<file path="config.mk">
export PLATFORM = sky130hd
export DESIGN_NAME = rfc_ctrl
export DESIGN_NICKNAME = d
export VERILOG_FILES = /design/src/include/rfc_pkg.sv /design/src/verilog/rfc_sync3.sv /design/src/verilog/rfc_ctrl.sv
export SDC_FILE = /design/constraint.sdc
export NUM_CORES = 1
export LEC_CHECK = 0
export ABC_CLOCK_PERIOD_IN_PS = 5200
export BUFFER_PORTS_ARGS = -buffer_cell sky130_fd_sc_hd__buf_2
export CAP_MARGIN = 25
export CORE_AREA = 4 4 152 154
export DETAILED_ROUTE_END_ITERATION = 10
export DIE_AREA = 0 0 156 158
export GPL_TIMING_DRIVEN = 1
export HOLD_SLACK_MARGIN = 0.02
export PLACE_DENSITY_LB_ADDON = 0.08
export SYNTH_ARGS = -nofsm -noshare
export SYNTH_HDL_FRONTEND = slang
export SYNTH_SLANG_ARGS = --single-unit
</file>
<file path="constraint.sdc">
create_clock -name clk -period 5.2 [get_ports clk]
set_input_delay 0.52 -clock clk [delete_from_list [all_inputs] [get_ports clk]]
set_output_delay 0.52 -clock clk [all_outputs]
set_load 0.02 [all_outputs]
</file>
<file path="src/include/rfc_pkg.sv">
// Package with the constants shared by the ROM/Flash chip-select interface.
// Functional notes
// - Boot select output is active low and selects the startup ROM array.
// - Boot select asserts for any access in the fixed boot-vector segment.
// - Boot select also asserts for a software-programmed address region.
// - Flash write strobe asserts only during a write to the selected device.
// - Memory read strobe asserts only during a read of the selected device.
// - A 26-bit address is driven on the shared address bus for accesses.
// - Narrow data bus is sampled on reads and driven on writes.
// - A reset strap chooses narrow or wide data bus for boot accesses.
// - Each region select has a setting choosing narrow or wide data bus.
// - Narrow bus accesses support 8-bit and 16-bit memory widths.
// - Wide bus accesses support 8-bit, 16-bit and 32-bit memory widths.
// - Wide data bus is sampled on reads, driven on writes, shared with SDRAM.
// - Buffer output enable asserts for every access through this controller.
// - Each region select asserts for its software-programmed address region when no higher-priority select also decodes the access.
// - Region select pins default to region function unless general select chosen.
package rfc_pkg;
  localparam int ADDR_W = 26;
  localparam int NARROW_W = 16;
  localparam int WIDE_W = 32;
  // Fixed boot-vector decode window.
  localparam logic [ADDR_W-1:0] BOOT_LO = 26'h03FF000;
  localparam logic [ADDR_W-1:0] BOOT_HI = 26'h03FFFFF;
  // Memory width codes.
  localparam logic [1:0] WIDTH_8 = 2'h0;
  localparam logic [1:0] WIDTH_16 = 2'h1;
  localparam logic [1:0] WIDTH_32 = 2'h2;
  // Select identifiers.
  localparam logic [1:0] SEL_BOOT = 2'h0;
  localparam logic [1:0] SEL_R1 = 2'h1;
  localparam logic [1:0] SEL_R2 = 2'h2;
  // Strap level that routes boot accesses to the narrow bus.
  localparam logic STRAP_NARROW = 1'b1;
  // Strobe timing.
  localparam int CLK_NS = 50;
  localparam int STROBE_NS = 200;
  localparam int STROBE_CYC = (STROBE_NS + CLK_NS - 1) / CLK_NS;
  // Synchroniser depth that read data must settle through.
  localparam int SYNC_LAT = 3;
  typedef enum logic [1:0] {ST_IDLE, ST_SETUP, ST_STROBE, ST_HOLD} rfc_state_e;
endpackage

</file>
<file path="src/verilog/rfc_sync3.sv">
// Three-stage pin synchroniser that reports when the last two stages agree.
`timescale 1ns/1ps
module rfc_sync3 #(
  parameter int WIDTH = 1
) (
  input wire logic clk,
  input wire logic reset_n,
  input wire logic [WIDTH-1:0] pin,
  output logic [WIDTH-1:0] value,
  output logic stable
);
  logic [WIDTH-1:0] stage1;
  logic [WIDTH-1:0] stage2;
  logic [WIDTH-1:0] stage3;
  logic [2:0] filled;

  // The first stage feeds only the second; agreement is judged on stages two and three.
  always_ff @(posedge clk) begin
    if (!reset_n) begin
      stage1 <= '0;
      stage2 <= '0;
      stage3 <= '0;
      filled <= 3'h0;
    end else begin
      stage1 <= pin;
      stage2 <= stage1;
      stage3 <= stage2;
      filled <= {filled[1:0], 1'b1};
    end
  end

  // Agreement counts only once every stage holds a sampled pin value, not its reset zero.
  assign value = stage3;
  assign stable = filled[2] && (stage2 == stage3);
endmodule // rfc_sync3

</file>
<file path="src/verilog/rfc_ctrl.sv">
// ROM/Flash chip-select, strobe and data-bus pin controller.
`timescale 1ns/1ps
module rfc_ctrl #(
  parameter int STROBE_CYCLES = rfc_pkg::STROBE_CYC
) (
  input wire logic clk,
  input wire logic reset_n,
  input wire logic access_req,
  input wire logic access_write,
  input wire logic [25:0] access_addr,
  input wire logic [31:0] access_wdata,
  output logic access_ready,
  output logic access_done,
  output logic access_error,
  output logic [31:0] access_rdata,
  input wire logic boot_region_en,
  input wire logic [25:0] boot_region_base,
  input wire logic [25:0] boot_region_mask,
  input wire logic [1:0] boot_width,
  input wire logic region1_en,
  input wire logic [25:0] region1_base,
  input wire logic [25:0] region1_mask,
  input wire logic region1_narrow,
  input wire logic [1:0] region1_width,
  input wire logic region2_en,
  input wire logic [25:0] region2_base,
  input wire logic [25:0] region2_mask,
  input wire logic region2_narrow,
  input wire logic [1:0] region2_width,
  input wire logic general_mode_1,
  input wire logic general_mode_2,
  input wire logic general_select_1_req,
  input wire logic general_select_2_req,
  input wire logic boot_bus_strap,
  output logic boot_select_n,
  output logic region_select_1_n,
  output logic region_select_2_n,
  output logic flash_write_strobe_n,
  output logic memory_read_strobe_n,
  output logic buffer_output_enable_n,
  output logic [25:0] shared_address_bus,
  input wire logic [15:0] narrow_data_in,
  output logic [15:0] narrow_data_out,
  output logic narrow_data_oe,
  input wire logic [31:0] wide_data_in,
  output logic [31:0] wide_data_out,
  output logic wide_data_oe
);
  localparam logic [7:0] STROBE_LAST = 8'(STROBE_CYCLES - 1);

  // Read data must settle through the synchroniser within the strobe.
  if (STROBE_CYCLES < rfc_pkg::SYNC_LAT + 1 || STROBE_CYCLES > 255) begin : g_bad_strobe
    $error("STROBE_CYCLES out of range");
  end

  rfc_pkg::rfc_state_e state, next_state;
  logic [7:0] cnt, next_cnt;
  logic [1:0] sel, next_sel;
  logic [1:0] width, next_width;
  logic is_write, next_is_write;
  logic is_narrow, next_is_narrow;
  logic cs_on, next_cs_on;
  logic strap_taken, next_strap_taken;
  logic boot_narrow, next_boot_narrow;
  logic next_ready, next_done, next_error;
  logic [31:0] next_rdata;
  logic next_boot_n, next_r1_n, next_r2_n, next_wr_n, next_rd_n, next_buf_n;
  logic [25:0] next_addr;
  logic [15:0] next_narrow_out;
  logic [31:0] next_wide_out;
  logic next_narrow_oe, next_wide_oe;
  logic strap_val, strap_stable, narrow_stable, wide_stable;
  logic [15:0] narrow_sync;
  logic [31:0] wide_sync;
  logic boot_fixed_hit, boot_prog_hit, r1_hit, r2_hit;
  logic [31:0] raw_rd, width_mask;

  // Pin inputs cross into the clock domain through three flops each.
  rfc_sync3 #(.WIDTH(1)) u_strap_sync (
    .clk(clk), .reset_n(reset_n), .pin(boot_bus_strap), .value(strap_val), .stable(strap_stable)
  );
  rfc_sync3 #(.WIDTH(16)) u_narrow_sync (
    .clk(clk), .reset_n(reset_n), .pin(narrow_data_in), .value(narrow_sync),
    .stable(narrow_stable)
  );
  rfc_sync3 #(.WIDTH(32)) u_wide_sync (
    .clk(clk), .reset_n(reset_n), .pin(wide_data_in), .value(wide_sync), .stable(wide_stable)
  );

  // Address decode of the fixed boot window and the programmed regions.
  assign boot_fixed_hit = (access_addr >= rfc_pkg::BOOT_LO) && (access_addr <= rfc_pkg::BOOT_HI);
  assign boot_prog_hit = boot_region_en && (((access_addr ^ boot_region_base) & boot_region_mask) == '0);
  assign r1_hit = region1_en && (((access_addr ^ region1_base) & region1_mask) == '0);
  assign r2_hit = region2_en && (((access_addr ^ region2_base) & region2_mask) == '0);

  // Read data source and mask for the latched bus and width.
  always_comb begin
    raw_rd = is_narrow ? {16'h0000, narrow_sync} : wide_sync;
    case (width)
      rfc_pkg::WIDTH_8: width_mask = 32'h000000FF;
      rfc_pkg::WIDTH_16: width_mask = 32'h0000FFFF;
      default: width_mask = 32'hFFFFFFFF;
    endcase
  end

  // Next-state logic of the access sequencer and the pins it drives.
  always_comb begin
    next_state = state;
    next_cnt = cnt;
    next_sel = sel;
    next_width = width;
    next_is_write = is_write;
    next_is_narrow = is_narrow;
    next_cs_on = cs_on;
    next_strap_taken = strap_taken;
    next_boot_narrow = boot_narrow;
    next_ready = access_ready;
    next_done = 1'b0;
    next_error = 1'b0;
    next_rdata = access_rdata;
    next_wr_n = flash_write_strobe_n;
    next_rd_n = memory_read_strobe_n;
    next_addr = shared_address_bus;
    next_narrow_out = narrow_data_out;
    next_wide_out = wide_data_out;
    next_narrow_oe = narrow_data_oe;
    next_wide_oe = wide_data_oe;
    // The strap is caught once it has settled after reset release.
    if (!strap_taken && strap_stable) begin
      next_strap_taken = 1'b1;
      next_boot_narrow = (strap_val == rfc_pkg::STRAP_NARROW);
    end
    case (state)
      rfc_pkg::ST_IDLE: begin
        next_ready = strap_taken;
        if (access_req && access_ready) begin
          if (!(boot_fixed_hit || boot_prog_hit || r1_hit || r2_hit)) begin
            next_error = 1'b1;
          end else begin
            // Boot wins over region 1, region 1 over region 2, so one select only.
            if (boot_fixed_hit || boot_prog_hit) begin
              next_sel = rfc_pkg::SEL_BOOT;
              next_is_narrow = boot_narrow;
              next_width = boot_width;
            end else if (r1_hit) begin
              next_sel = rfc_pkg::SEL_R1;
              next_is_narrow = region1_narrow;
              next_width = region1_width;
            end else begin
              next_sel = rfc_pkg::SEL_R2;
              next_is_narrow = region2_narrow;
              next_width = region2_width;
            end
            // The narrow bus carries at most 16 bits.
            if (next_is_narrow && next_width == rfc_pkg::WIDTH_32) begin
              next_width = rfc_pkg::WIDTH_16;
            end else if (next_width > rfc_pkg::WIDTH_32) begin
              next_width = rfc_pkg::WIDTH_32;
            end
            next_is_write = access_write;
            next_cs_on = 1'b1;
            next_ready = 1'b0;
            next_addr = access_addr;
            next_narrow_out = access_wdata[15:0];
            next_wide_out = access_wdata;
            next_narrow_oe = access_write && next_is_narrow;
            next_wide_oe = access_write && !next_is_narrow;
            next_state = rfc_pkg::ST_SETUP;
          end
        end
      end
      rfc_pkg::ST_SETUP: begin
        next_wr_n = !is_write;
        next_rd_n = is_write;
        next_cnt = STROBE_LAST;
        next_state = rfc_pkg::ST_STROBE;
      end
      rfc_pkg::ST_STROBE: begin
        if (cnt != 8'h00) begin
          next_cnt = cnt - 8'h01;
        end else if (is_write || (is_narrow ? narrow_stable : wide_stable)) begin
          next_wr_n = 1'b1;
          next_rd_n = 1'b1;
          if (!is_write) begin
            next_rdata = raw_rd & width_mask;
          end
          next_state = rfc_pkg::ST_HOLD;
        end
      end
      rfc_pkg::ST_HOLD: begin
        next_cs_on = 1'b0;
        next_narrow_oe = 1'b0;
        next_wide_oe = 1'b0;
        next_done = 1'b1;
        next_ready = 1'b1;
        next_state = rfc_pkg::ST_IDLE;
      end
      default: begin
        next_state = rfc_pkg::ST_IDLE;
      end
    endcase
    // Select pins; the region pins carry the general selects only when chosen.
    next_buf_n = !next_cs_on;
    next_boot_n = !(next_cs_on && next_sel == rfc_pkg::SEL_BOOT);
    next_r1_n = general_mode_1 ? !general_select_1_req
                               : !(next_cs_on && next_sel == rfc_pkg::SEL_R1);
    next_r2_n = general_mode_2 ? !general_select_2_req
                               : !(next_cs_on && next_sel == rfc_pkg::SEL_R2);
  end

  // Registers of the sequencer; all pins come straight from here.
  always_ff @(posedge clk) begin
    if (!reset_n) begin
      state <= rfc_pkg::ST_IDLE;
      cnt <= 8'h00;
      sel <= rfc_pkg::SEL_BOOT;
      width <= rfc_pkg::WIDTH_8;
      is_write <= 1'b0;
      is_narrow <= 1'b0;
      cs_on <= 1'b0;
      strap_taken <= 1'b0;
      boot_narrow <= 1'b0;
      access_ready <= 1'b0;
      access_done <= 1'b0;
      access_error <= 1'b0;
      access_rdata <= 32'h00000000;
      boot_select_n <= 1'b1;
      region_select_1_n <= 1'b1;
      region_select_2_n <= 1'b1;
      flash_write_strobe_n <= 1'b1;
      memory_read_strobe_n <= 1'b1;
      buffer_output_enable_n <= 1'b1;
      shared_address_bus <= 26'h0000000;
      narrow_data_out <= 16'h0000;
      narrow_data_oe <= 1'b0;
      wide_data_out <= 32'h00000000;
      wide_data_oe <= 1'b0;
    end else begin
      state <= next_state;
      cnt <= next_cnt;
      sel <= next_sel;
      width <= next_width;
      is_write <= next_is_write;
      is_narrow <= next_is_narrow;
      cs_on <= next_cs_on;
      strap_taken <= next_strap_taken;
      boot_narrow <= next_boot_narrow;
      access_ready <= next_ready;
      access_done <= next_done;
      access_error <= next_error;
      access_rdata <= next_rdata;
      boot_select_n <= next_boot_n;
      region_select_1_n <= next_r1_n;
      region_select_2_n <= next_r2_n;
      flash_write_strobe_n <= next_wr_n;
      memory_read_strobe_n <= next_rd_n;
      buffer_output_enable_n <= next_buf_n;
      shared_address_bus <= next_addr;
      narrow_data_out <= next_narrow_out;
      narrow_data_oe <= next_narrow_oe;
      wide_data_out <= next_wide_out;
      wide_data_oe <= next_wide_oe;
    end
  end

  // Checks that tie the pins to the access that caused them.
  a_boot_decode: assert property (@(posedge clk) disable iff (!reset_n)
    (state == rfc_pkg::ST_IDLE && access_req && access_ready && boot_fixed_hit)
    |=> !boot_select_n [*3]) else $error("boot select missing for boot window");
  a_region1_hit: assert property (@(posedge clk) disable iff (!reset_n)
    (state == rfc_pkg::ST_IDLE && access_req && access_ready && !boot_fixed_hit &&
     !boot_prog_hit && r1_hit && !general_mode_1) |=> !region_select_1_n && boot_select_n)
    else $error("region 1 select missing");
  a_strobe_excl: assert property (@(posedge clk) disable iff (!reset_n)
    !(!flash_write_strobe_n && !memory_read_strobe_n)) else $error("both strobes active");
  a_one_select: assert property (@(posedge clk) disable iff (!reset_n)
    (!general_mode_1 && !general_mode_2) |-> $countones({!boot_select_n, !region_select_1_n,
    !region_select_2_n}) <= 1) else $error("more than one select active");
  a_write_strobe: assert property (@(posedge clk) disable iff (!reset_n)
    $fell(flash_write_strobe_n) |-> is_write && cs_on && $past(state) == rfc_pkg::ST_SETUP)
    else $error("write strobe outside a write");
  a_read_len: assert property (@(posedge clk) disable iff (!reset_n)
    $fell(memory_read_strobe_n) |-> !is_write ##0 !memory_read_strobe_n [*4])
    else $error("read strobe too short or on a write");
  a_buffer_enable: assert property (@(posedge clk) disable iff (!reset_n)
    (!flash_write_strobe_n || !memory_read_strobe_n) |-> !buffer_output_enable_n)
    else $error("buffer disabled during strobe");
  a_addr_stable: assert property (@(posedge clk) disable iff (!reset_n)
    (!flash_write_strobe_n || !memory_read_strobe_n) |-> $stable(shared_address_bus))
    else $error("address moved during strobe");
  a_narrow_drive: assert property (@(posedge clk) disable iff (!reset_n)
    narrow_data_oe |-> is_write && is_narrow && !wide_data_oe)
    else $error("narrow bus driven wrongly");
  a_wide_drive: assert property (@(posedge clk) disable iff (!reset_n)
    wide_data_oe |-> is_write && !is_narrow && cs_on) else $error("wide bus driven wrongly");
  a_done_follows: assert property (@(posedge clk) disable iff (!reset_n)
    access_done |-> buffer_output_enable_n && access_ready) else $error("done while busy");
endmodule // rfc_ctrl

</file>
* Word level (Yosys, flattened, before mapping)
Index checks and enable logic that the tools add are counted.
** Cells by class
- Equal/unequal tests :: 15
- Bitwise gates (word level) :: 9
- Add/sub/neg operators :: 1
- Reduce and logical (&&, ||, !) cells :: 44
- Magnitude comparators :: 3
- Mux-type cells :: 50
** Operators with widths (number)
- bitwise AND 26 bit :: 3
- zero test 26 bit :: 3
- bitwise XOR 26 bit :: 3
- case mux 32 bit (2 select lines) :: 1
- bitwise AND 32 bit :: 1
- equality test 32 bit :: 1
- 2-to-1 mux 2 bit :: 16
- 2-to-1 mux 32 bit :: 1
- >= comparator 26 x 22 -> 1 bit (second input constant) :: 1
- less-or-equal comparator 26 x 22 -> 1 bit (second input constant) :: 1
- 2-to-1 mux 1 bit :: 23
- equality test 16 bit :: 1
- case mux 8 bit (2 select lines) :: 1
- logical AND 1 bit :: 15
- case mux 1 bit (2 select lines) :: 6
- AND reduction 3 bit :: 4
- != test 2 bit (second input constant) :: 5
- zero test 1 bit :: 9
- equality test 2 bit (second input constant) :: 4
- 2-to-1 mux 8 bit :: 1
- case mux 2 bit (4 select lines) :: 1
- AND reduction 4 bit :: 2
- nonzero test 8 bit :: 1
- subtractor 8 x 1 -> 8 bit (second input constant) :: 1
- 8 further kinds :: 17
** Word-level totals
- Bits of input ports :: 282
- Word-level logic and storage cells :: 161
- Register bits :: 292
- Output and inout bits :: 117

* Longest topological paths before layout
- Word-level depth :: 15
- Depth in mapped cells :: 11
- Gate-level depth less buffers :: 8

* By module
From an unflattened synthesis, not the netlist that was laid out.
** Second synthesis, totals
- Cells, all modules :: 1041
- Area total of the unflattened synthesis :: 10976.8 sq um
** Modules (own cells, without submodules)
- rfc_ctrl :: times used 1, area an instance 6284.8 sq um, seq. area each 2402.3 sq um, cells an instance 649
- rfc_sync3 at u_wide_sync :: times used 1, area an instance 2989.1 sq um, seq. area each 1981.9 sq um, cells an instance 251
- rfc_sync3 at u_narrow_sync :: times used 1, area an instance 1535.2 sq um, seq. area each 1021.0 sq um, cells an instance 128
- rfc_sync3 at u_strap_sync :: times used 1, area an instance 167.7 sq um, seq. area each 120.1 sq um, cells an instance 13

* Worst setup path before layout
OpenSTA, ideal clock, no wires.
- Path kind :: in2reg
- Start point :: input port access_addr[23]
- End point :: register width[1]
- Slack :: 2.624 ns
- Stages :: 9
- Data arrival time :: 2.442 ns
- Data required time :: 5.066 ns
- Cells stage by stage :: clkbuf_2 > xor2_1 > a22oi_1 > nand4_1 > nor4_4 > mux2_2 > mux2_2 > o211ai_1 > a21oi_1
** On the way
- Word-level cells in the longest chain between the ends :: 12
** Ends and longest elaborated chain
- from (decl) :: line rfc_ctrl.sv:10 : input wire logic [25:0] access_addr,
- branches (longest 12 deep; another with >= comparator 26 x 22 -> 1 bit)
- to (signal assigned) :: line rfc_ctrl.sv:217 : width <= rfc_pkg::WIDTH_8;
- to (signal assigned) :: line rfc_ctrl.sv:242 : width <= next_width;
- to (decl) :: line rfc_ctrl.sv:59 : logic [1:0] width, next_width;
Several ways; the timed one is not identified. The select of a mux whose other input is x is not followed.
A chain may end at the register's enable or synchronous reset.

* Worst setup path in the final report
- Start point :: register u_narrow_sync.stage3[12] (netlist: u_narrow_sync.value[12])
- End point :: register access_rdata[11]
** On the way
- Word-level cells in the longest chain between the ends :: 5
** Ends and longest elaborated chain
- from (decl) :: line rfc_sync3.sv:14 : logic [WIDTH-1:0] stage3;
- from (signal assigned) :: line rfc_sync3.sv:27 : stage3 <= stage2;
- equality test 16 bit :: line rfc_sync3.sv:34 : assign stable = filled[2] && (stage2 == stage3);
- logical AND 1 bit :: line rfc_sync3.sv:34
- 2-to-1 mux 1 bit :: line rfc_ctrl.sv:181 : end else if (is_write || (is_narrow ? narrow_stable : wide_stable)) begin
- logical OR 1 bit :: line rfc_ctrl.sv:181
- AND reduction 4 bit (no line)
- to (signal assigned) :: line rfc_ctrl.sv:251 : access_rdata <= next_rdata;
- to (decl) :: line rfc_ctrl.sv:15 : output logic [31:0] access_rdata,
Every way passes these cells.

==> flow_summary.json <==
{
  "status": "finished, final reports clean",
  "max_freq_mhz": 341.4,
  "final_cell_mix": "397 x buf_2, 270 x dfxtp_1, 163 x nand2_1",
  "gr-total-overflow": 0,
  "dr.pass1.iters": 5,
  "cts_sinks": 270,
  "syn2layout_area_growth_pct": 27.76,
  "drive_gt1_frac": 0.3402,
  "startpoint_type": "flip-flop",
  "antenna_found_initial": 10,
  "placed_cell_area_um2": 12700,
  "dp_cells": 1732,
  "h-tree-depth": 1,
  "post_drt_via_cell_ratio": 4.991,
  "synth.ff_latch_count": 270,
  "cp.arrival_ns": 3.38,
  "clockBufferDepth": 3,
  "cts-buffers-inserted": 27,
  "synth.distinct_cells": 53,
  "cp_max_fo": 56,
  "final_cell_count_no_fill": 1789,
  "wire_per_inst_um": 20.09,
  "whs_ns": 0.1852,
  "worstSkewPairLatency_ns": 0.53,
  "setup_slack_ns": 2.271,
  "vias": 8929,
  "cts_resized": 0,
  "hp-class": "in -> reg",
  "std_cell_rows": 54,
  "wl_mm": 35.95,
  "stdcell_area_um2": 13710,
  "vdd_drop_max_mv": 0.3056,
  "hold-path-cell-count": 2,
  "fillers": 1911,
  "grt_max_degree": 93,
  "grt_pass1_vias": 8556,
  "synth_area_per_cell_um2": 9.548,
  "synth_flop_cell": "dfxtp_1",
  "post-route-min-period_ns": 2.929,
  "postCtsHoldBufs": 0,
  "die_h_um": 158,
  "numPortBuffers": 398,
  "start_util": 0.4948,
  "fin_crit_sh": 0.5633,
  "cp-end-kind": "flip-flop",
  "leakagePower_nw": 6.258,
  "synthCells": 1124,
  "gp_congestion": 1.019,
  "synth_area_um2": 10730,
  "worstPathRequired_ns": 5.65,
  "setup_viol": 0,
  "relSlewSlack": 0.4048,
  "synth_warnings": 0,
  "rsz0062_at_grt": "no",
  "dp_worst_setup_slack_ns": 1.830,
  "maxCapViolCount": 0,
  "cts_setup_buffers": 0,
  "power-per-cell-area_nw_per_um2": 332.4,
  "io_pins": 399,
  "grt_use_total": 0.2739,
  "utilization": 0.6322,
  "power_mw": 4.558,
  "synth_edf_count": 0,
  "core_um2": 21690,
  "synth_fp_nets": 1411,
  "final_max_slew_viol_count": 0,
  "post-dp-hpwl_mm": 28.20,
  "fin_nets": 1768,
  "finalClockSkew_ns": 0.01491,
  "drc_errors": 0,
  "async_flop_share": 0,
  "die_w_um": 156,
  "seq_area_frac_synth": 0.5037,
  "drt_iter0_drc": 511,
  "layout_commonest_cell": "buf_2",
  "die_area_um2": 24650,
  "cts_tree": "built",
  "reg2reg_depth": 9,
  "critical_path_class": "reg -> reg",
  "antenna_left": 0,
  "grt_pass1_wl_mm": 50.56,
  "setup_tns_ns": 0,
  "clk_pin_slew_ns": 0.06,
  "cts_root_buf": "clkbuf_16",
  "tightest_slew_ns": 0.8813,
  "finalHoldViolCount": 0
}
registers in the layout, indices dropped and copies added, names as in the netlist, 3 cells and up:
| name | flops |
|---|---|
| u_wide_sync.stage1 | 32 |
| cnt | 8 |
| narrow_data_out | 15 |
| u_narrow_sync.stage2 | 16 |
| shared_address_bus | 26 |
| wide_data_out | 17 |
| u_narrow_sync.filled | 3 |
| u_wide_sync.stage2 | 32 |
| access_rdata | 32 |
| u_narrow_sync.value | 16 |
| u_narrow_sync.stage1 | 16 |
| u_wide_sync.value | 32 |
cell usage after synthesis (8+ instances only):
library cell,instances,area share
and2_1,152,0.089
a22oi_1,34,0.024
nor2_1,27,0.0094
a21oi_1,85,0.040
nand2_1,163,0.057
clkbuf_1,36,0.013
or2_2,15,0.0087
inv_1,11,0.0038
a21oi_2,9,0.0073
nand2_2,8,0.0047
buf_6,9,0.0094
nor4_1,9,0.0052
buf_4,17,0.012
dfxtp_1,270,0.50
nand4_1,14,0.0082
or3_1,9,0.0052
mux2_2,14,0.015
buf_2,9,0.0042
mux2i_1,19,0.018
xor2_1,113,0.092
xnor2_1,20,0.016
power by group:
group	internal [mW]	total (mW)	switching, mW	leakage (nW)
logic	0.165	0.344	0.179	3.56
clock network	1.29	2.07	0.785	0.495
registers	2.12	2.14	0.0225	2.20
total	3.57	4.56	0.986	6.26
cell type report:
cell class	instances	area, um^2	share of cell area
Antenna cell	7	17.52	0.001278
Clock buffer	41	858.3	0.06260
Clock inverter	9	137.6	0.01004
Inverter	12	47.55	0.003468
Multi-Input combinational cell	764	4840	0.3530
Sequential cell	270	5405	0.3942
Tap cell	280	350.3	0.02555
Timing Repair Buffer	406	2054	0.1498
final timing paths:
check                                                         end  slack [ns]                               start
worst max-delay path                access_rdata[11]$_SDFFE_PN0P_        2.27  u_narrow_sync.value[12]$_SDFF_PN0_
worst min-delay path            u_wide_sync.stage1[14]$_SDFF_PN0_        0.19                    wide_data_in[14]
worst max register to register      access_rdata[11]$_SDFFE_PN0P_        2.27  u_narrow_sync.value[12]$_SDFF_PN0_
worst min register to register     u_strap_sync.stage2$_SDFF_PN0_        0.43      u_strap_sync.stage1$_SDFF_PN0_
critical path, stage by stage, from the launching register on:
cell	delay [ns]
dfxtp_1	0.34
xor2_1	0.17
nor4_1	0.29
nand3_1	0.17
nor4_1	0.49
o211ai_1	0.23
nand3b_1	0.21
buf_4	0.32
or3_1	0.44
a21oi_1	0.18
cell families (layout without fill, tap and decap cells):
group / after synthesis / in the layout / synth area share
AND/OR/NAND/NOR: 437 / 437 / 0.2131
flip-flops: 270 / 270 / 0.5037
AO/OA/AOI/OAI: 156 / 156 / 0.09094
XOR/XNOR: 133 / 133 / 0.1085
buffers and inverters: 90 / 468 / 0.04547
multiplexers: 33 / 33 / 0.03241
adder cells (fa/ha/maj): 5 / 5 / 0.005830
other: 0 / 7 / 0
layer usage:
metal | part of all wire | vias up | GRT usage | wire (um)
li1 | - | 4392 | - | -
met1 | 0.41 | 4167 | 0.3361 | 14710
met2 | 0.49 | 312 | 0.4829 | 17780
met3 | 0.071 | 56 | 0.05905 | 2549
met4 | 0.025 | 2 | 0.08378 | 889
met5 | 0.00036 | - | 0 | 13
No activity file was read; power rests on OpenSTA's default activity.
